## config.mk

```make
export PLATFORM = sky130hd
export DESIGN_NAME = tcid_regs
export DESIGN_NICKNAME = d
export VERILOG_FILES = /design/src/rtl/tcid_pkg.sv /design/src/rtl/tcid_regs.sv
export SDC_FILE = /design/constraint.sdc
export NUM_CORES = 1
export LEC_CHECK = 0
export BUFFER_PORTS_ARGS = -buffer_cell sky130_fd_sc_hd__buf_2
export CAP_MARGIN = 20
export CORE_UTILIZATION = 30
export CTS_CLUSTER_SIZE = 14
export DETAILED_ROUTE_END_ITERATION = 8
export HOLD_SLACK_MARGIN = 0.1
export RECOVER_POWER = 25
export SLEW_MARGIN = 20
export SYNTH_ARGS = -nofsm -noshare
export SYNTH_HDL_FRONTEND = slang
export SYNTH_SLANG_ARGS = --single-unit
```

## constraint.sdc

```tcl
create_clock -name pclk -period 1.5 [get_ports pclk]
set_input_delay 0.225 -clock pclk [delete_from_list [all_inputs] [get_ports pclk]]
set_output_delay 0.225 -clock pclk [all_outputs]
set_load 0.02 [all_outputs]
```

## src/rtl/tcid_pkg.sv

```systemverilog
// Package: register map, field layout and reset values of the capability block
package tcid_pkg;
   // Byte offsets on the APB window
   localparam logic [11:0] OFF_ID0   = 12'h000;  // Capability identification word
   localparam logic [11:0] OFF_CFG   = 12'h004;  // Main trace configuration
   localparam logic [11:0] OFF_EV0   = 12'h008;  // Event control 0, selectors
   localparam logic [11:0] OFF_EV1   = 12'h00c;  // Event control 1, enables
   localparam logic [11:0] OFF_CCC   = 12'h010;  // Cycle count control
   localparam logic [11:0] OFF_BBC   = 12'h014;  // Branch broadcast control
   localparam logic [11:0] OFF_STALL = 12'h018;  // Stall control
   localparam int ADDR_W = 12;                   // Decoded address width
   localparam int DATA_W = 32;                   // APB data width
   // Identification word field positions
   localparam int ID_LSP_LSB   = 1;              // Load/store element field [2:1]
   localparam int ID_DATA_LSB  = 3;              // Data trace field [4:3]
   localparam int ID_BB_BIT    = 5;              // Branch broadcast present
   localparam int ID_CONDITIONAL_TRACE_ENABLE_BIT  = 6;              // Conditional trace present
   localparam int ID_CCI_BIT   = 7;              // Cycle counting present
   localparam int ID_RSV8_BIT  = 8;              // Reserved, reads zero
   localparam int ID_RS_BIT    = 9;              // Return stack present
   localparam int ID_EVC_LSB   = 10;             // Event count field [11:10]
   localparam int ID_RSV0_BIT  = 0;              // Reserved, reads one
   localparam int FLD2_W       = 2;              // Two-bit ID fields
   localparam logic [1:0] FLD_ALL = 2'h3;        // Fully supported encoding
   localparam logic [1:0] FLD_NONE = 2'h0;       // Not supported encoding
   // Main configuration field positions
   localparam int CFG_LSP_LSB  = 1;              // Load/store element enable [2:1]
   localparam int CFG_BB_BIT   = 3;              // Branch broadcast enable
   localparam int CFG_CCI_BIT  = 4;              // Cycle count enable
   localparam int CFG_CONDITIONAL_TRACE_ENABLE_LSB = 8;              // Conditional trace enable [10:8]
   localparam int CFG_CONDITIONAL_TRACE_ENABLE_W   = 3;
   localparam int CFG_RS_BIT   = 12;             // Return stack enable
   localparam int CFG_DA_BIT   = 16;             // Data address enable
   localparam int CFG_DV_BIT   = 17;             // Data value enable
   // Event controls
   localparam int MAX_EVENTS   = 4;              // Largest event count encodable
   localparam int EV_SEL_W     = 8;              // One event selector field
   localparam int EV1_DATA_BIT = 4;              // Data event enable
   // Cycle count and branch broadcast control
   localparam int CCC_THR_W    = 12;             // Cycle count threshold
   localparam int BBC_W        = 9;              // Range select and include bit
   // Stall control field positions
   localparam int STL_LVL_W    = 4;              // Stall level [3:0]
   localparam int STL_PRI_BIT  = 10;             // Instruction priority
   localparam int STL_DSC_LSB  = 11;             // Data discard [12:11]
   localparam int STL_DST_BIT  = 13;             // Data stall
   localparam logic [31:0] RST_WORD = 32'h0000_0000;  // Reset of writable words
endpackage : tcid_pkg

```

## src/rtl/tcid_regs.sv

```systemverilog
// Capability identification word and the configuration registers it gates
`timescale 1ns/10ps
module tcid_regs
   import tcid_pkg::*;
#(
   parameter int unsigned NUM_EVENTS   = 4,     // Supported events, 1 to 4
   parameter bit          HAS_RETURN_STACK_PRESENT = 1'b1,  // Return stack built
   parameter bit          HAS_CCI      = 1'b1,  // Instruction cycle counting built
   parameter bit          HAS_CONDITIONAL_TRACE_ENABLE     = 1'b1,  // Conditional tracing built
   parameter bit          HAS_BB       = 1'b1,  // Branch broadcast built
   parameter bit          HAS_DATA     = 1'b1,  // Data address and value tracing built
   parameter bit          HAS_LSP0     = 1'b1   // Load/store P0 elements built
)
(
   input  wire logic                  pclk,
   input  wire logic                  presetn,
   input  wire logic                  psel,
   input  wire logic                  penable,
   input  wire logic                  pwrite,
   input  wire logic [ADDR_W-1:0]     paddr,
   input  wire logic [DATA_W-1:0]     pwdata,
   output logic      [DATA_W-1:0]     prdata,
   output logic                       pready,
   output logic                       pslverr,
   output logic      [DATA_W-1:0]     main_trace_config,
   output logic      [DATA_W-1:0]     event_control_0,
   output logic      [DATA_W-1:0]     event_control_1,
   output logic      [DATA_W-1:0]     cycle_count_control,
   output logic      [DATA_W-1:0]     branch_broadcast_control,
   output logic      [DATA_W-1:0]     stall_control
);

   // Stored words; absent fields never hold a one
   logic [DATA_W-1:0] cfg_q;          // Main trace configuration
   logic [DATA_W-1:0] ev0_q;          // Event selectors
   logic [DATA_W-1:0] ev1_q;          // Per-event and data enables
   logic [DATA_W-1:0] ccc_q;          // Cycle count threshold
   logic [DATA_W-1:0] bbc_q;          // Branch broadcast ranges
   logic [DATA_W-1:0] stl_q;          // Stall control
   logic [DATA_W-1:0] prdata_q;       // Read data, captured in setup phase

   // Fixed words and write masks, all derived from build parameters
   logic [DATA_W-1:0] id_word;        // Identification value
   logic [DATA_W-1:0] cfg_mask;       // Writable bits of main configuration
   logic [DATA_W-1:0] ev0_mask;       // Writable selector bits
   logic [DATA_W-1:0] ev1_mask;       // Writable enable bits
   logic [DATA_W-1:0] ccc_mask;       // Writable threshold bits
   logic [DATA_W-1:0] bbc_mask;       // Writable branch broadcast bits
   logic [DATA_W-1:0] stl_mask;       // Writable stall bits
   logic [1:0]        evc_code;       // Events minus one
   logic [MAX_EVENTS-1:0] insn_en_mask;  // One instruction enable per built event

   // Event count code; truncation to two bits is intended
   assign evc_code = 2'(NUM_EVENTS - 1);

   // Identification word assembly
   always_comb
   begin
      id_word                            = '0;
      id_word[ID_EVC_LSB +: FLD2_W]      = evc_code;
      id_word[ID_RS_BIT]                 = HAS_RETURN_STACK_PRESENT;
      id_word[ID_RSV8_BIT]               = 1'b0;
      id_word[ID_CCI_BIT]                = HAS_CCI;
      id_word[ID_CONDITIONAL_TRACE_ENABLE_BIT]               = HAS_CONDITIONAL_TRACE_ENABLE;
      id_word[ID_BB_BIT]                 = HAS_BB;
      // Only the two legal codes are ever produced
      id_word[ID_DATA_LSB +: FLD2_W]     = HAS_DATA ? FLD_ALL : FLD_NONE;
      id_word[ID_LSP_LSB +: FLD2_W]      = HAS_LSP0 ? FLD_ALL : FLD_NONE;
      id_word[ID_RSV0_BIT]               = 1'b1;
   end

   // Main configuration: a bit is writable only if its feature exists
   always_comb
   begin
      cfg_mask                              = '0;
      cfg_mask[CFG_RS_BIT]                  = HAS_RETURN_STACK_PRESENT;
      cfg_mask[CFG_CCI_BIT]                 = HAS_CCI;
      cfg_mask[CFG_CONDITIONAL_TRACE_ENABLE_LSB +: CFG_CONDITIONAL_TRACE_ENABLE_W]  = {CFG_CONDITIONAL_TRACE_ENABLE_W{HAS_CONDITIONAL_TRACE_ENABLE}};
      cfg_mask[CFG_BB_BIT]                  = HAS_BB;
      cfg_mask[CFG_DA_BIT]                  = HAS_DATA;
      cfg_mask[CFG_DV_BIT]                  = HAS_DATA;
      cfg_mask[CFG_LSP_LSB +: FLD2_W]       = {FLD2_W{HAS_LSP0}};
   end

   // One selector and one instruction enable per supported event
   genvar gi;
   generate
      for (gi = 0; gi < MAX_EVENTS; gi++)
      begin : g_event
         assign ev0_mask[gi*EV_SEL_W +: EV_SEL_W] =
            {EV_SEL_W{gi < NUM_EVENTS}};
         assign insn_en_mask[gi] = (gi < NUM_EVENTS);
      end
   endgenerate

   // Event control 1 mask in one process; data enable only with data tracing
   always_comb
   begin
      ev1_mask                       = '0;
      ev1_mask[MAX_EVENTS-1:0]       = insn_en_mask;
      ev1_mask[EV1_DATA_BIT]         = HAS_DATA;
   end

   // Cycle count and branch broadcast controls exist only when built
   assign ccc_mask = HAS_CCI ? DATA_W'({CCC_THR_W{1'b1}}) : '0;
   assign bbc_mask = HAS_BB  ? DATA_W'({BBC_W{1'b1}})     : '0;

   // Stall control: level always, priority and data fields only with data tracing
   always_comb
   begin
      stl_mask                             = '0;
      stl_mask[STL_LVL_W-1:0]              = '1;
      stl_mask[STL_PRI_BIT]                = HAS_DATA;
      stl_mask[STL_DSC_LSB +: FLD2_W]      = {FLD2_W{HAS_DATA}};
      stl_mask[STL_DST_BIT]                = HAS_DATA;
   end

   // Address decode; absent controls behave as unmapped
   logic sel_id;                      // Identification word
   logic sel_cfg;                     // Main configuration
   logic sel_ev0;                     // Event control 0
   logic sel_ev1;                     // Event control 1
   logic sel_ccc;                     // Cycle count control
   logic sel_bbc;                     // Branch broadcast control
   logic sel_stl;                     // Stall control
   logic hit;                         // Any mapped register
   logic setup_rd;                    // Read setup phase
   logic access;                      // Access phase
   logic wr_en;                       // Write takes effect this edge

   assign sel_id   = (paddr == OFF_ID0);
   assign sel_cfg  = (paddr == OFF_CFG);
   assign sel_ev0  = (paddr == OFF_EV0);
   assign sel_ev1  = (paddr == OFF_EV1);
   assign sel_ccc  = (paddr == OFF_CCC) && HAS_CCI;
   assign sel_bbc  = (paddr == OFF_BBC) && HAS_BB;
   assign sel_stl  = (paddr == OFF_STALL);
   assign hit      = sel_id | sel_cfg | sel_ev0 | sel_ev1 | sel_ccc | sel_bbc | sel_stl;
   assign setup_rd = psel && !penable && !pwrite;
   assign access   = psel && penable;
   assign wr_en    = access && pwrite && hit;

   // Zero-wait slave; the error flag marks unmapped addresses only
   assign pready  = 1'b1;
   assign pslverr = access && !hit;

   // Read selection, captured at the setup edge so prdata is a flop
   logic [DATA_W-1:0] rd_mux;         // Selected read value
   assign rd_mux = ({DATA_W{sel_id}}  & id_word)
                 | ({DATA_W{sel_cfg}} & cfg_q)
                 | ({DATA_W{sel_ev0}} & ev0_q)
                 | ({DATA_W{sel_ev1}} & ev1_q)
                 | ({DATA_W{sel_ccc}} & ccc_q)
                 | ({DATA_W{sel_bbc}} & bbc_q)
                 | ({DATA_W{sel_stl}} & stl_q);

   // Read data register
   always_ff @(posedge pclk or negedge presetn)
   begin
      if (!presetn)
         prdata_q <= RST_WORD;
      else if (setup_rd)
         prdata_q <= rd_mux;
   end

   // Writable registers; the identification word has no storage at all
   always_ff @(posedge pclk or negedge presetn)
   begin
      if (!presetn)
      begin
         cfg_q <= RST_WORD;
         ev0_q <= RST_WORD;
         ev1_q <= RST_WORD;
         ccc_q <= RST_WORD;
         bbc_q <= RST_WORD;
         stl_q <= RST_WORD;
      end
      else if (wr_en)
      begin
         // Masks drop writes to fields the build lacks
         if (sel_cfg) cfg_q <= pwdata & cfg_mask;
         if (sel_ev0) ev0_q <= pwdata & ev0_mask;
         if (sel_ev1) ev1_q <= pwdata & ev1_mask;
         if (sel_ccc) ccc_q <= pwdata & ccc_mask;
         if (sel_bbc) bbc_q <= pwdata & bbc_mask;
         if (sel_stl) stl_q <= pwdata & stl_mask;
      end
   end

   // Outputs to the trace logic
   assign prdata                   = prdata_q;
   assign main_trace_config        = cfg_q;
   assign event_control_0          = ev0_q;
   assign event_control_1          = ev1_q;
   assign cycle_count_control      = ccc_q;
   assign branch_broadcast_control = bbc_q;
   assign stall_control            = stl_q;
endmodule : tcid_regs

```

==> run_results.csv <==
group,metric,value,unit
status,status,"finished, violations left",
status,violations,"DRC, setup timing",
pwr,power_switching,1781,uW
cts,htreeDepth,3,
sta,min_period,1.535,ns
critical_path,critPathRequiredTime,1.74,ns
critical_path,reg2reg_depth,3,
sta,period_share,102.3,%
detailed_routing,met2_length,7411,microns
job,maxCapViolations,0,
min_path,worstHoldPathType,"primary input to register",
floorplanning,die_h,139.1,microns
detailed_routing,topRoutingLayerUsed,"met4",
cts,cts_buffer_depth,2,
floorplanning,coreArea,0.01821,sq mm
sta,finClkSkew,0.009144,ns
detailed_routing,wirelength,15660,microns
min_path,whs_endpoint,"event_control_0[30]",
pwr,p_leak,0.004040,uW
sta,hold_viol,0,
pwr,peakVddDrop,614.2,uV
final_layout,stdcell_area,0.007553,sq mm
logic_synthesis,synth-warning-count,0,
detailed_routing,met1_length,7240,microns
placement,dpl_cell_area,0.006745,sq mm
detailed_routing,dr.pass1.iters,9,
cts,cts-root-buf,"clkbuf_16",
pwr,p_int,4508,uW
placement,portBuffers,157,
critical_path,r2r_start,"event_control_1[0]",
detailed_routing,drt.antenna.violating_nets,0,
logic_synthesis,synth_edf_count,0,
sta,tns,-0.4727,ns
floorplanning,ios,275,
critical_path,worst-r2r-setup-slack,0.43,ns
final_layout,areaGrowthSynthToFinish,33.98,%
global_route,grt_pass1_vias,3893,
detailed_routing,viasPerCell,4.385,
critical_path,crit_arrival,1.77,ns
global_route,grt_max_degree,40,
sta,slew_headroom,47.79,%
cts,cts_tree,"yes",
cts,clkSlewWorstSetupHoldPaths,0.08,ns
sta,whs,0.1133,ns
final_layout,fillCellCount,1751,
pwr,powerDensity,832.6,mW/mm^2
sta,fin_ws,-0.03463,ns
min_path,min_path_cells,2,
sta,fmax,651.6,MHz
global_route,track_usage,15.83,%
global_route,antenna_found_initial,0,
critical_path,cp_max_fo,7,
logic_synthesis,synthFlopType,"dfrtp_1",
detailed_routing,wl_met3,804,microns
critical_path,critical_path.startpoint_type,"primary input",
logic_synthesis,postSynthCellCount,472,
final_layout,fin_nets,749,
placement,place_congestion,0.7910,
cts,clkLatencyLatePin,0.36,ns
logic_synthesis,ys_types,50,
pwr,power.share.switching,28.32,%
detailed_routing,wire_per_inst,16.76,microns
detailed_routing,drt_iter0_drc,169,
cts,cts_sinks,108,
floorplanning,initial_core_util,30.96,%
min_path,hp-start,"pwdata[30]",
floorplanning,rows,49,
placement,hpwl,11180,microns
critical_path,cp-end-kind,"register",
pwr,combPwrFrac,13.6,%
logic_synthesis,ys_ff_latch,108,
logic_synthesis,avgSynthCellArea,11.94,sq um
final_layout,layout-drive-gt1-share,47.94,%
sta,tightestPinTransition,0.7831,ns
cts,cts_buffers,9,
pwr,seqPwrFrac,47.7,%
floorplanning,chipWidth,139.1,microns
pwr,power,6289,uW
global_route,grt_pass1_wl,23230,microns
global_route,gr-total-overflow,0,
sta,rsz0062_at_grt,"yes",
sta,setup_viol,21,
sta,drv_slew,0,
final_layout,fin_util,41.48,%
final_layout,antennaDiodeCount,0,
critical_path,timing.rr.end,"prdata[0]",
pwr,clock_power_share,38.7,%
detailed_routing,drc,25,
floorplanning,dieArea,0.01934,sq mm
logic_synthesis,ys_async_sr_fraction,100.0,%
logic_synthesis,syn_area,0.005638,sq mm
logic_synthesis,ys_seq_area_share,47.94,%
critical_path,crit_type,"primary input to register",
detailed_routing,vias,4096,
[what timing repair did]
action	4_1_cts	5_1_grt
pin swaps	4	10
cloned	0	3
endpoints found under the setup margin	36	91
setup buffers	1	7
hold buffers	15	1
resized for setup	17	49
hold endpoints to repair	40	1
[worst max-delay path, cell delays in order]
cell       delay (ns)
buf_2            0.12
nor3_4           0.30
buf_4            0.18
nand3_4          0.07
nor3_4           0.21
buf_6            0.18
clkbuf_16        0.18
mux2_4           0.30
[synthesized netlist by cell type (4+ instances only)]
library cell	n	area, sq um
nor2_1	17	63.81
nand3b_1	5	37.54
dfrtp_1	108	2703
nand2_1	11	41.29
nand3_1	5	25.02
mux2_2	74	833.3
buf_4	120	900.9
a22o_1	17	148.9
mux2i_1	11	110.1
nand2b_1	4	25.02
nand4_1	4	25.02
clkbuf_1	11	41.29
a31oi_1	4	25.02
o21ai_0	9	45.04
a221oi_1	5	43.79
a21oi_1	15	75.07
[stage by stage]
stage                     std cells  setup WS, ns
after floorplan                 587       -0.2518
after global placement          891       -0.3964
after detailed placement        891       -0.4339
after CTS                       923     -0.002513
after global routing            934      -0.08396
final                           934      -0.03463
[flip-flops by register name, summed over array words and instances, names as in the netlist]
signal	flops
cycle_count_control	12
main_trace_config	10
branch_broadcast_control	9
stall_control	8
event_control_1	5
event_control_0	32
prdata	32
[routing by layer]
metal	global-route usage, %	up-vias
met5	0	-
met1	21.73	2004
li1	-	1895
met4	5.380	0
met2	25.15	179
met3	2.762	18
[cell type report]
cell class / count / area, sq um / area share (%)
clock inverters: 7 / 75.07 / 0.9939
flip-flops and latches: 108 / 2703 / 35.78
inverters: 1 / 3.754 / 0.04969
repair buffers: 239 / 1632 / 21.60
well taps: 229 / 286.5 / 3.793
clock buffers: 9 / 225.2 / 2.982
multi-input cells: 341 / 2629 / 34.80
[logic make-up after synthesis]
family | synth area share [%]
AOI/OAI and AO/OA | 7.546
buffers and inverters | 17.51
DFF | 47.94
muxes | 17.13
other | 0.1332
and+or+nand+nor | 9.743
[placed cells by master, fill, tap and decap left out, types with 3 or more instances in the layout]
| cell | Yosys | routed |
|---|---|---|
| a21oi_1 | 15 | 14 |
| a221oi_1 | 5 | 5 |
| a22o_1 | 17 | 17 |
| a31oi_1 | 4 | 4 |
| buf_12 | 0 | 6 |
| buf_2 | 3 | 150 |
| buf_4 | 120 | 46 |
| buf_6 | 2 | 14 |
| clkbuf_16 | 0 | 11 |
| clkinvlp_4 | 0 | 3 |
| conb_1 | 2 | 117 |
| dfrtp_1 | 108 | 108 |
| dlygate4sd3_1 | 0 | 16 |
| mux2_2 | 74 | 27 |
| mux2_4 | 0 | 49 |
| mux2i_1 | 11 | 11 |
| nand2_1 | 11 | 10 |
| nand2b_1 | 4 | 4 |
| nand3_1 | 5 | 4 |
| nand3b_1 | 5 | 5 |
| nand4_1 | 4 | 4 |
| nor2_1 | 17 | 17 |
| nor3_4 | 1 | 4 |
| nor4_4 | 3 | 3 |
| o211ai_1 | 3 | 3 |
| o21ai_0 | 9 | 9 |
| or3_1 | 3 | 3 |
[power by group through the flow]
| stage | logic (uW) | clock network, uW | registers (uW) |
|---|---|---|---|
| global placement | 793 | 0 | 3060 |
| CTS | 832 | 2490 | 3000 |
| detailed placement | 796 | 0 | 3060 |
| floorplan | 637 | 0 | 3120 |
| finish | 852 | 2430 | 3000 |
| global route | 922 | 2620 | 3010 |
[worst max-delay path by stage]
stage	start	endpoint	slack, ns	depth (start not counted)
4_1_cts	paddr[8]	event_control_0[27]	-0.003	7
6_report	paddr[6]	event_control_0[20]	-0.03	8
5_1_grt	paddr[6]	event_control_0[25]	-0.08	8
3_3_place_gp	paddr[10]	cycle_count_control[5]	-0.40	7
3_5_place_dp	paddr[10]	cycle_count_control[4]	-0.43	7
2_1_floorplan	paddr[10]	cycle_count_control[10]	-0.25	5
(Power assumes the default switching activity.)
